**src/hw/adc_pkg.sv**
```systemverilog
package adc_pkg;
  // register byte addresses
  localparam logic [7:0] ADDR_MASK   = 8'h00;
  localparam logic [7:0] ADDR_MIRROR = 8'h04;
  localparam logic [7:0] ADDR_COUNT  = 8'h08;
  localparam logic [7:0] ADDR_ERROR  = 8'h0C;
  localparam logic [7:0] ADDR_EVENT  = 8'h10;
  localparam logic [7:0] ADDR_CTRL   = 8'h14;
  // event flag positions
  localparam int EV_HALT = 0;
  localparam int EV_ERR  = 1;
  localparam int EV_CNT  = 2;
  localparam int EV_SIZE = 3;
  localparam int EV_W    = 4;
  // control register fields
  localparam int CTRL_SRC = 0;
  localparam int CTRL_RUN = 3;
  localparam int CTRL_ISO = 4;
  // error register fields
  localparam int ERR_AEH = 7;
  localparam int ERR_W   = 7;
  // reset values
  localparam logic [3:0] MASK_RST   = 4'h0;
  localparam logic [7:0] COUNT_RST  = 8'h00;
  localparam logic [6:0] PRESET_RST = 7'h00;
  localparam logic [2:0] SRC_RST    = 3'h0;
  // bus responses
  localparam logic [1:0] RESP_OKAY   = 2'h0;
  localparam logic [1:0] RESP_SLVERR = 2'h2;
  // packet sequence states
  typedef enum logic [1:0] {
    SEQ_IDLE  = 2'b01,
    SEQ_STEP1 = 2'b10
  } adc_seq_t;
endpackage : adc_pkg

```
**src/hw/adc_axil.sv**
```systemverilog
`timescale 1ns/100ps
module adc_axil
  import adc_pkg::*;
(
  input  wire logic        clk,
  input  wire logic        rst_n,
  input  wire logic [7:0]  s_awaddr,
  input  wire logic        s_awvalid,
  output logic             s_awready,
  input  wire logic [31:0] s_wdata,
  input  wire logic [3:0]  s_wstrb,
  input  wire logic        s_wvalid,
  output logic             s_wready,
  output logic [1:0]       s_bresp,
  output logic             s_bvalid,
  input  wire logic        s_bready,
  input  wire logic [7:0]  s_araddr,
  input  wire logic        s_arvalid,
  output logic             s_arready,
  output logic [31:0]      s_rdata,
  output logic [1:0]       s_rresp,
  output logic             s_rvalid,
  input  wire logic        s_rready,
  output logic             wr_fire,
  output logic [7:0]       wr_addr,
  output logic [7:0]       wr_data,
  input  wire logic        wr_hit,
  input  wire logic [7:0]  rd_data,
  input  wire logic        rd_hit
);
  logic wr_lane0;

  // fire once both halves are held; only byte lane 0 carries data
  assign wr_fire = !s_awready && !s_wready && !s_bvalid && wr_lane0;

  always_ff @(posedge clk or negedge rst_n) begin
    if (!rst_n) begin
      s_awready <= 1'b1;
      s_wready  <= 1'b1;
      s_bvalid  <= 1'b0;
      s_bresp   <= RESP_OKAY;
      wr_addr   <= 8'h00;
      wr_data   <= 8'h00;
      wr_lane0  <= 1'b0;
    end else begin
      if (s_awvalid && s_awready) begin
        s_awready <= 1'b0;
        wr_addr   <= s_awaddr;
      end
      if (s_wvalid && s_wready) begin
        s_wready <= 1'b0;
        wr_data  <= s_wdata[7:0];
        wr_lane0 <= s_wstrb[0];
      end
      if (!s_awready && !s_wready && !s_bvalid) begin
        s_bvalid <= 1'b1;
        s_bresp  <= wr_hit ? RESP_OKAY : RESP_SLVERR;
        wr_lane0 <= 1'b0;
      end
      if (s_bvalid && s_bready) begin
        s_bvalid  <= 1'b0;
        s_awready <= 1'b1;
        s_wready  <= 1'b1;
      end
    end
  end

  ///////////////////////////////////////////////////////////////////
  always_ff @(posedge clk or negedge rst_n) begin
    if (!rst_n) begin
      s_arready <= 1'b1;
      s_rvalid  <= 1'b0;
      s_rdata   <= 32'h0000_0000;
      s_rresp   <= RESP_OKAY;
    end else begin
      if (s_arvalid && s_arready) begin
        s_arready <= 1'b0;
        s_rvalid  <= 1'b1;
        s_rdata   <= {24'h00_0000, rd_data};
        s_rresp   <= rd_hit ? RESP_OKAY : RESP_SLVERR;
      end
      if (s_rvalid && s_rready) begin
        s_rvalid  <= 1'b0;
        s_arready <= 1'b1;
      end
    end
  end
endmodule : adc_axil

```
**src/hw/adc_errcnt.sv**
```systemverilog
`timescale 1ns/100ps
module adc_errcnt
  import adc_pkg::*;
(
  input  wire logic        clk,
  input  wire logic        rst_n,
  input  wire logic        wr,
  input  wire logic [7:0]  wr_data,
  input  wire logic        active,
  input  wire logic        dec,
  input  wire logic        success,
  output logic             auto_error_recovery,
  output logic             zero,
  output logic [7:0]       rd_value
);
  logic [ERR_W-1:0] preset;
  logic [ERR_W-1:0] count;

  assign zero     = (count == 7'h00);
  assign rd_value = {auto_error_recovery, active ? count : preset};

  always_ff @(posedge clk or negedge rst_n) begin
    if (!rst_n) begin
      preset <= PRESET_RST;
      auto_error_recovery    <= 1'b0;
    end else if (wr && !active) begin
      preset <= wr_data[ERR_W-1:0];
      auto_error_recovery    <= wr_data[ERR_AEH];
    end
  end

  // outside the mode the live count simply tracks the preset
  always_ff @(posedge clk or negedge rst_n) begin
    if (!rst_n) begin
      count <= PRESET_RST;
    end else if (!active || success) begin
      count <= preset;
    end else if (dec && auto_error_recovery && !zero) begin
      count <= count - 7'h01;
    end
  end
endmodule : adc_errcnt

```
**src/hw/adc_top.sv**
```systemverilog
// Our own choices: the register offsets and the AXI4-Lite interface to the registers.
`timescale 1ns/100ps
// Functional notes
// - each masked-in event sets the alternate event dma bit
// - mirror is read only; reading it disturbs no endpoint status
// - mirror shows selected endpoint status regardless of dma state
// - packet count decrements per completed operation, stops at zero
// - at zero, the next completed operation sets count done
// - receive: count after good reception then dma to memory
// - transmit: count after dma fetch then good transmission
// - software write to packet count beats a same-cycle decrement
// - error counter decrements per bus error only in mode with recovery
// - error counter reloads after success and when mode stops
// - further error at zero sets transfer error; no underflow
// - error register writes ignored while auto mode runs
// - error read gives live count in mode, preset otherwise
// - non-iso transmit error with recovery reloads fifo to resend
// - non-iso receive error with recovery flushes fifo for resend
// - iso receive error with recovery drops packet and flushes fifo
// - recovery bit clear stops all retry and flush handling
// - any event stops auto mode; restart needs all events clear
// - toggle mismatch, or bad packet without recovery or at zero, sets transfer error
module adc_top
  import adc_pkg::*;
(
  input  wire logic        clk,
  input  wire logic        rst_n,
  input  wire logic [7:0]  s_awaddr,
  input  wire logic        s_awvalid,
  output logic             s_awready,
  input  wire logic [31:0] s_wdata,
  input  wire logic [3:0]  s_wstrb,
  input  wire logic        s_wvalid,
  output logic             s_wready,
  output logic [1:0]       s_bresp,
  output logic             s_bvalid,
  input  wire logic        s_bready,
  input  wire logic [7:0]  s_araddr,
  input  wire logic        s_arvalid,
  output logic             s_arready,
  output logic [31:0]      s_rdata,
  output logic [1:0]       s_rresp,
  output logic             s_rvalid,
  input  wire logic        s_rready,
  input  wire logic [63:0] endpoint_status,
  input  wire logic        dma_done,
  input  wire logic        bus_ok,
  input  wire logic        bus_err,
  input  wire logic        toggle_mismatch,
  input  wire logic        short_packet,
  output logic             alt_dma_set,
  output logic             auto_active,
  output logic             fifo_reload,
  output logic             fifo_flush
);
  logic             wr_fire;
  logic [7:0]       wr_addr;
  logic [7:0]       wr_data;
  logic             wr_hit;
  logic [7:0]       rd_data;
  logic             rd_hit;
  logic [3:0]       mask;
  logic [7:0]       count;
  logic [EV_W-1:0]  events;
  logic [EV_W-1:0]  ev_set;
  logic [EV_W-1:0]  ev_clr;
  logic [2:0]       src;
  logic             iso;
  logic             dir_rx;
  logic             auto_error_recovery;
  logic             err_zero;
  logic [7:0]       err_rd;
  logic             cnt_wr;
  logic             ev_wr;
  logic             ctl_wr;
  logic             err_wr;
  logic             start;
  logic             stop_sw;
  logic             step_a;
  logic             step_b;
  logic             op_done;
  logic             err_seen;
  adc_seq_t         seq;
  adc_seq_t         next_seq;

  adc_axil u_bus (
    .clk       (clk),
    .rst_n     (rst_n),
    .s_awaddr  (s_awaddr),
    .s_awvalid (s_awvalid),
    .s_awready (s_awready),
    .s_wdata   (s_wdata),
    .s_wstrb   (s_wstrb),
    .s_wvalid  (s_wvalid),
    .s_wready  (s_wready),
    .s_bresp   (s_bresp),
    .s_bvalid  (s_bvalid),
    .s_bready  (s_bready),
    .s_araddr  (s_araddr),
    .s_arvalid (s_arvalid),
    .s_arready (s_arready),
    .s_rdata   (s_rdata),
    .s_rresp   (s_rresp),
    .s_rvalid  (s_rvalid),
    .s_rready  (s_rready),
    .wr_fire   (wr_fire),
    .wr_addr   (wr_addr),
    .wr_data   (wr_data),
    .wr_hit    (wr_hit),
    .rd_data   (rd_data),
    .rd_hit    (rd_hit)
  );

  adc_errcnt u_err (
    .clk      (clk),
    .rst_n    (rst_n),
    .wr       (err_wr),
    .wr_data  (wr_data),
    .active   (auto_active),
    .dec      (err_seen),
    .success  (auto_active && bus_ok),
    .auto_error_recovery      (auto_error_recovery),
    .zero     (err_zero),
    .rd_value (err_rd)
  );

  ///////////////////////////////////////////////////////////////////
  // decode; the mirror is not writable and its read has no side effect
  assign cnt_wr = wr_fire && wr_addr == ADDR_COUNT;
  assign err_wr = wr_fire && wr_addr == ADDR_ERROR;
  assign ev_wr  = wr_fire && wr_addr == ADDR_EVENT;
  assign ctl_wr = wr_fire && wr_addr == ADDR_CTRL;

  always_comb begin
    wr_hit = 1'b1;
    unique case (wr_addr)
      ADDR_MASK, ADDR_COUNT, ADDR_ERROR, ADDR_EVENT, ADDR_CTRL: wr_hit = 1'b1;
      default: wr_hit = 1'b0;
    endcase
  end

  always_comb begin
    rd_hit  = 1'b1;
    rd_data = 8'h00;
    unique case (s_araddr)
      ADDR_MASK:   rd_data = {4'h0, mask};
      ADDR_MIRROR: rd_data = endpoint_status[{src, 3'h0} +: 8];
      ADDR_COUNT:  rd_data = count;
      ADDR_ERROR:  rd_data = err_rd;
      ADDR_EVENT:  rd_data = {4'h0, events};
      ADDR_CTRL:   rd_data = {3'h0, iso, auto_active, src};
      default:     rd_hit = 1'b0;
    endcase
  end

  always_ff @(posedge clk or negedge rst_n) begin
    if (!rst_n) begin
      mask <= MASK_RST;
    end else if (wr_fire && wr_addr == ADDR_MASK) begin
      mask <= wr_data[3:0];
    end
  end

  always_ff @(posedge clk or negedge rst_n) begin
    if (!rst_n) begin
      src <= SRC_RST;
      iso <= 1'b0;
    end else if (ctl_wr) begin
      src <= wr_data[CTRL_SRC +: 3];
      iso <= wr_data[CTRL_ISO];
    end
  end

  ///////////////////////////////////////////////////////////////////
  // odd selects are receive endpoints
  assign dir_rx = src[0];
  assign step_a = dir_rx ? bus_ok : dma_done;
  assign step_b = dir_rx ? dma_done : bus_ok;
  assign op_done = auto_active && seq == SEQ_STEP1 && step_b;
  assign err_seen = auto_active && bus_err;

  always_comb begin
    next_seq = seq;
    unique case (seq)
      SEQ_IDLE:  if (auto_active && step_a) next_seq = SEQ_STEP1;
      SEQ_STEP1: if (!auto_active || step_b) next_seq = SEQ_IDLE;
      default:   next_seq = SEQ_IDLE;
    endcase
  end

  always_ff @(posedge clk or negedge rst_n) begin
    if (!rst_n) begin
      seq <= SEQ_IDLE;
    end else begin
      seq <= next_seq;
    end
  end

  always_ff @(posedge clk or negedge rst_n) begin
    if (!rst_n) begin
      count <= COUNT_RST;
    end else if (cnt_wr) begin
      count <= wr_data;
    end else if (op_done && count != 8'h00) begin
      count <= count - 8'h01;
    end
  end

  ///////////////////////////////////////////////////////////////////
  // events: hardware set beats a same-cycle write-one clear
  assign stop_sw = ctl_wr && auto_active && !wr_data[CTRL_RUN];
  assign start = ctl_wr && !auto_active && wr_data[CTRL_RUN]
                 && events == 4'h0 && ev_set == 4'h0;
  assign ev_clr = ev_wr ? wr_data[EV_W-1:0] : 4'h0;

  always_comb begin
    ev_set = 4'h0;
    ev_set[EV_HALT] = stop_sw;
    ev_set[EV_CNT]  = op_done && count == 8'h00;
    ev_set[EV_SIZE] = auto_active && dir_rx && short_packet;
    ev_set[EV_ERR]  = auto_active && (toggle_mismatch
                      || (bus_err && (!auto_error_recovery || err_zero)));
  end

  always_ff @(posedge clk or negedge rst_n) begin
    if (!rst_n) begin
      events <= 4'h0;
    end else begin
      events <= (events & ~ev_clr) | ev_set;
    end
  end

  always_ff @(posedge clk or negedge rst_n) begin
    if (!rst_n) begin
      alt_dma_set <= 1'b0;
    end else begin
      alt_dma_set <= |(ev_set & mask);
    end
  end

  // stop takes effect on the same edge that latches the event flag
  always_ff @(posedge clk or negedge rst_n) begin
    if (!rst_n) begin
      auto_active <= 1'b0;
    end else if (auto_active) begin
      auto_active <= !(stop_sw || events != 4'h0 || ev_set != 4'h0);
    end else begin
      auto_active <= start;
    end
  end

  // recovery pulses; nothing fires with the recovery bit clear
  always_ff @(posedge clk or negedge rst_n) begin
    if (!rst_n) begin
      fifo_reload <= 1'b0;
      fifo_flush  <= 1'b0;
    end else begin
      fifo_reload <= err_seen && auto_error_recovery && !dir_rx && !iso;
      fifo_flush  <= err_seen && auto_error_recovery && dir_rx;
    end
  end
endmodule : adc_top

```
**config.mk**
```make
export PLATFORM = sky130hd
export DESIGN_NAME = adc_top
export DESIGN_NICKNAME = d
export VERILOG_FILES = /design/src/hw/adc_pkg.sv /design/src/hw/adc_axil.sv /design/src/hw/adc_errcnt.sv /design/src/hw/adc_top.sv
export SDC_FILE = /design/constraint.sdc
export NUM_CORES = 1
export LEC_CHECK = 0
export BUFFER_PORTS_ARGS = -buffer_cell sky130_fd_sc_hd__buf_2
export CORE_ASPECT_RATIO = 0.7
export CORE_UTILIZATION = 45
export CTS_BUF_LIST = sky130_fd_sc_hd__clkbuf_4
export DETAILED_ROUTE_END_ITERATION = 8
export GPL_TIMING_DRIVEN = 0
export PLACE_DENSITY = 0.78
export SLEW_MARGIN = 40
export SYNTH_ARGS = -nofsm -noshare
export SYNTH_HDL_FRONTEND = slang
export SYNTH_SLANG_ARGS = --single-unit
```
**constraint.sdc**
```tcl
create_clock -name clk -period 1.77 [get_ports clk]
set_input_delay 0.354 -clock clk [delete_from_list [all_inputs] [get_ports clk]]
set_output_delay 0.354 -clock clk [all_outputs]
set_load 0.02 [all_outputs]
```
# Word level (Yosys, flattened, before mapping)
# Cells that the tools add are included.
# totals
register_bits,75
input_bits,128
output_inout_bits,45
wordCells,145
# op_classes
addsub,2
eq_ne,13
shift,1
n_mux,29
bitwise,4
n_reduce_logical,72
# op_table
cell,count
$shiftx 64x7->8,1
$pmux 8 s6,1
$logic_and 1x1->1,36
$eq 8x4->1 const B,4
$eq 8x5->1 const B,4
$logic_not 8->1,3
$mux 7,3
$mux 1,17
$mux 8,2
$reduce_bool 2->1,7
$logic_not 1->1,10
$and 4x4->4,2
$eq 8x3->1 const B,1
$logic_not 4->1,2
$mux 2,4
$reduce_bool 4->1,2
$reduce_bool 8->1,1
$sub 8x1->8 const B,1
$logic_not 7->1,1
$sub 7x1->7 const B,1
$logic_or 1x1->1,6
$reduce_or 6->1,1
$reduce_or 5->1,1
$mux 4,1
9 further kinds,9

# Depth between registers and ports, before layout
# depth
ltp_word,11
depth_mapped,7
ltp_nobuf,7

# Cells and area by module
# From an unflattened synthesis, not the netlist that was laid out.
# unflattened
cells_unflattened,438
hier_area_um2,4624.4
# modules_own_cells
mod,instances,cells_per_inst,area_per_inst_um2,seq_area_each_um2
adc_top,1,247,2303.5,651.9
adc_axil,1,106,1405.1,804.5
adc_errcnt,1,85,915.9,375.4

# Least setup slack after synthesis
# OpenSTA, ideal clock, no wires.
# synth_path
path_type,register to register
start,register u_bus.s_bvalid
end,register events[0]
setup_time_ps,127
t_arrival_ps,1747
required_time_ps,1643
slack_ps,-104
path_stages_with_launch,6
path_buffers,0
period_less_slack_ps,1874
path_cell_list,dfrtp_1 -> or4b_4 -> nor3_2 -> and3_1 -> a21boi_0 -> or2_2
# synth_between
elab_chain_len,8
word_cells_on_any_way,11
cone_classes,1 x mux; 3 x bitwise; 7 x reduce/logical
# synth_lines
element,line_no,text
start: declaration,adc_axil.sv:15,"output logic s_bvalid,"
start signal: assignment,adc_axil.sv:40,s_bvalid <= 1'b0;
start signal: assignment,adc_axil.sv:56,s_bvalid <= 1'b1;
start signal: assignment,adc_axil.sv:61,s_bvalid <= 1'b0;
$logic_not 1->1 (*),adc_axil.sv:34,assign wr_fire = !s_awready && !s_wready && !s_bvalid && wr_lane0;
$logic_and 1x1->1 (*) (2 in series),adc_axil.sv:34,
$logic_and 1x1->1,adc_top.sv:131,assign ev_wr = wr_fire && wr_addr == ADDR_EVENT;
$mux 4,adc_top.sv:214,assign ev_clr = ev_wr ? wr_data[EV_W-1:0] : 4'h0;
$not 4->4,adc_top.sv:229,events <= (events & ~ev_clr) | ev_set;
$and 4x4->4,adc_top.sv:229,
$or 4x4->4 (*),adc_top.sv:229,
end signal: assignment,adc_top.sv:229,
end: declaration,adc_top.sv:64,logic [EV_W-1:0] events;
# Every way passes the cells marked *; elsewhere a longest branch is shown, timed or not.
# A chain may end at the register's enable or synchronous reset.

# Final worst setup path
# layout_path
start,register u_bus.s_bvalid
end,register src[0]
# layout_between
elab_chain_len,4
# layout_lines
element,line_no,text
$logic_not 1->1,adc_axil.sv:34,
$logic_and 1x1->1 (2 in series),adc_axil.sv:34,
$logic_and 1x1->1,adc_top.sv:132,assign ctl_wr = wr_fire && wr_addr == ADDR_CTRL;
end signal: assignment,adc_top.sv:169,src <= wr_data[CTRL_SRC +: 3];
end: declaration,adc_top.sv:67,logic [2:0] src;
# Every way passes these cells.

==> results.sh <==
export IMPL_drv_cap=0
export IMPL_required_ns=2.11
export IMPL_synth_seq_cells=73
export IMPL_synth_area_leaders="dfrtp_1 41%, mux2_2 9.0%, mux4_2 8.5%"
export IMPL_combPwrFrac=0.271
export IMPL_finalCriticalPeriod_ns=2.066
export IMPL_utilization=0.6107
export IMPL_clockBufferDepth=2
export IMPL_track_usage=0.2365
export IMPL_yosysTopAreaCellShare=0.4079
export IMPL_numClockSinks=73
export IMPL_grt_pass1_vias=3554
export IMPL_tritoncts="done"
export IMPL_nNetsFinal=682
export IMPL_regArea_sq_mm=0.001834
export IMPL_n_antenna_cell=0
export IMPL_syn_inst=381
export IMPL_crit_arrival_ns=2.41
export IMPL_startpoint_type="flop"
export IMPL_critPathTopFamily="simple AND/OR/NAND/NOR gates"
export IMPL_crit_path_end_kind="flop"
export IMPL_avgRoutedWirePerCell_um=16.64
export IMPL_syn_to_final_growth_pct=31.39
export IMPL_setup_worst_path_class="reg2reg"
export IMPL_num_rows=29
export IMPL_multi_input_area_sq_mm=0.002336
export IMPL_p_sw_frac=0.3392
export IMPL_drt_wl_total_um=11300
export IMPL_synth_edf_count=0
export IMPL_max_stage_delay_ns=0.57
export IMPL_ant_nets=0
export IMPL_finalSetupTns_ns=-5.971
export IMPL_finalCritPeriodShare=1.167
export IMPL_peakVddDrop_v=0.0005251
export IMPL_numCtsBuffers=9
export IMPL_slew_viol_final=0
export IMPL_layout_cells_non_filler=679
export IMPL_powerDensity_mw_per_mm2=843.9
export IMPL_port_buffers=117
export IMPL_start_util=0.4648
export IMPL_status="complete, but fails checks"
export IMPL_clk_pin_slew_ns=0.11
export IMPL_slew_headroom=0.4883
export IMPL_p_switching_mw=1.592
export IMPL_drtIter0Drc=258
export IMPL_globalRouteOverflowTotal=0
export IMPL_postSynthAreaPerCell_sq_um=11.11
export IMPL_violations="negative setup slack"
export IMPL_design_area_sq_mm=0.005562
export IMPL_drive_gt1_frac=0.4811
export IMPL_antenna_found_initial=0
export IMPL_p_seq_frac=0.513
export IMPL_place_area_sq_mm=0.005114
export IMPL_power_leakage_nw=2.625
export IMPL_synthArstFlopShare=1.000
export IMPL_ios=173
export IMPL_synth_area_sq_mm=0.004233
export IMPL_gp_congestion=0.9457
export IMPL_total_power_mw=4.693
export IMPL_rsz0062_at_grt="yes"
export IMPL_die_h_um=83.15
export IMPL_grt_start_max_net_pins=49
export IMPL_post_dp_hpwl_um=8564
export IMPL_synth_distinct_cells=56
export IMPL_worst_path_max_delay_cell="or4b_4"
export IMPL_p_int_mw=3.101
export IMPL_htreeDepth=3
export IMPL_fp_coreArea_sq_mm=0.009107
export IMPL_ys_seq_area_frac=0.4328
export IMPL_fmax_ghz=0.4840
export IMPL_yosys_area_top_type="dfrtp_1"
export IMPL_yosys_warnings=0
export IMPL_fillers=769
export IMPL_fin_skew_ns=0.02076
export IMPL_crit_chain="or4b_4 -> buf_6 -> nor3_4 -> nand3_4 -> buf_12 -> mux2_2"
export IMPL_holdCritPathClass="in2reg"
export IMPL_crit_buf_inv=2
export IMPL_finalHoldViolCount=0
export IMPL_clk_latency_ns=0.45
export IMPL_setup_viol=30
export IMPL_synthFlopType="dfrtp_1"
export IMPL_setup_ws_ns=-0.2962
export IMPL_via_count=3633
export IMPL_clkPwrFrac=0.216
export IMPL_grt_pass1_wl_um=17910
export IMPL_cp_max_fo=5
export IMPL_firstDrtPassIters=5
export IMPL_drcViolationCount=0
export IMPL_dp_cells=648
export IMPL_dieArea_sq_mm=0.009804
export IMPL_max_slew_worst_pin_slew_ns=0.7606
export IMPL_viasPerCell=5.351
export IMPL_cts_root_buf="clkbuf_4"
export IMPL_die_width_um=117.9
## what timing repair did
item | CTS | global route
buffers inserted | 9 | 5
hold endpoints to repair | 24 | 0
setup endpoints to repair | 43 | 38
gates cloned | 1 | 0
gates resized for setup | 34 | 18
hold buffers | 1 | 0
pin swaps | 5 | 11
## flip-flops by register name (all words and copies together) (netlist names), 2 cells and up
register       cells
count              8
u_bus.s_rdata      8
u_bus.wr_addr      8
u_bus.wr_data      8
u_err.count        7
u_err.preset       7
events             4
mask               4
src                3
seq                2
## cells in the final DEF, fill, tap and decap left out, types with 3 or more instances in the layout
cell	netlist	routed
a211oi_1	4	4
a21o_1	3	3
a21oi_1	14	9
a21oi_2	0	4
a22oi_1	4	4
buf_2	3	116
buf_4	27	39
buf_6	0	5
clkbuf_1	6	3
clkbuf_4	0	12
conb_1	1	26
dfrtp_1	69	67
dfstp_2	4	4
ha_1	4	4
inv_1	14	14
mux2_2	34	33
mux2i_1	20	20
mux4_2	16	16
nand2_1	36	32
nand2_2	0	3
nand3_1	9	9
nor2_1	20	18
nor2b_1	3	3
nor3_1	3	3
o21ai_0	20	18
o221ai_1	7	7
xnor2_1	4	4
xor2_1	9	9
## cells by family after synthesis
| logic type | Yosys count | share of synthesized area |
|---|---|---|
| AOI/OAI and AO/OA | 65 | 0.09844 |
| xor gates and xnor gates | 13 | 0.02690 |
| adders and majority gates | 4 | 0.01182 |
| buffers and inverters | 53 | 0.07183 |
| DFF | 73 | 0.4328 |
| muxes | 70 | 0.2229 |
| other | 1 | 0.0008859 |
| and+or+nand+nor | 102 | 0.1345 |
## worst reg2reg max path, stage by stage, from the launching register on
cell     delay [ns]
dfrtp_2        0.43
or4b_4         0.57
buf_6          0.15
nor3_4         0.24
nand3_4        0.15
buf_12         0.17
mux2_2         0.26
## per-layer routing
| layer | wire length (um) | global-route usage | vias up | part of all wire |
|---|---|---|---|---|
| met2 | 5267 | 0.3658 | 171 | 0.47 |
| met4 | 131 | 0.05128 | 0 | 0.012 |
| met5 | 0 | 0 | - | 0 |
| li1 | - | - | 1689 | - |
| met3 | 882 | 0.06868 | 16 | 0.078 |
| met1 | 5015 | 0.3297 | 1757 | 0.44 |
## stage by stage
stage | hold slack [ns] | setup slack, ns
after floorplan | 0.05841 | -0.08092
after global placement | 0.4710 | -0.3416
final | 0.06373 | -0.2962
after global routing | 0.03258 | -0.3343
after detailed placement | 0.2328 | -0.3789
after CTS | 0.04267 | -0.2197
## power groups by stage
stage | combinational, mW | sequential (mW) | clock [mW]
2_1_floorplan | 0.718 | 2.35 | 0
3_3_place_gp | 1.05 | 2.40 | 0
3_5_place_dp | 1.11 | 2.42 | 0
4_1_cts | 1.22 | 2.38 | 1.03
5_1_grt | 1.39 | 2.45 | 1.10
6_report | 1.27 | 2.41 | 1.01
## path summary, 6_finish.rpt
path	startpoint	end	slack, ns	cells past startpoint
worst max-delay path	u_bus.s_bvalid$_DFFE_PN0P_	src[0]$_DFFE_PN0N_	-0.30	6
worst min-delay path	s_awvalid	u_bus.s_awready$_DFFE_PN1P_	0.06	2
worst max register to register	u_bus.s_bvalid$_DFFE_PN0P_	src[0]$_DFFE_PN0N_	-0.30	6
worst min register to register	u_bus.s_rresp[1]$_DFFE_PN0P_	u_bus.s_rresp[1]$_DFFE_PN0P_	0.51	1
max in group asynchronous	rst_n	seq[0]$_DFFE_PN1P_	0.88	3
min in group asynchronous	rst_n	iso$_DFFE_PN0N_	0.33	2
## Yosys cell counts (2+ instances only)
| library cell | instances |
|---|---|
| nand4b_1 | 2 |
| nor4_1 | 5 |
| nor3_1 | 3 |
| mux2_2 | 34 |
| a21o_1 | 3 |
| nand4_1 | 2 |
| nor3b_1 | 2 |
| mux2i_1 | 20 |
| dfrtp_1 | 69 |
| xnor2_1 | 4 |
| a211oi_1 | 4 |
| inv_1 | 14 |
| o211ai_1 | 2 |
| nand2b_1 | 2 |
| xor2_1 | 9 |
| nand3b_1 | 2 |
| and2_1 | 2 |
| dfstp_2 | 4 |
| a22oi_1 | 4 |
| nor2b_1 | 3 |
| ha_1 | 4 |
| o21ai_0 | 20 |
| mux4_2 | 16 |
| clkbuf_1 | 6 |
| buf_1 | 3 |
| nor2_1 | 20 |
| nor4b_1 | 2 |
| buf_4 | 27 |
| buf_2 | 3 |
| nand2_1 | 36 |
| o221ai_1 | 7 |
| a21oi_1 | 14 |
| a31oi_1 | 2 |
| nand3_1 | 9 |
## area by class of cell
cell class / instances / area share
inverters: 14 / 0.009449
clock inverters: 5 / 0.008549
multi-input cells: 280 / 0.4200
repair buffers: 134 / 0.1377
plain buffers: 38 / 0.05174
clock buffers: 11 / 0.01485
flip-flops and latches: 73 / 0.3298
well taps: 124 / 0.02790
Power figures use the tool's default switching activity.
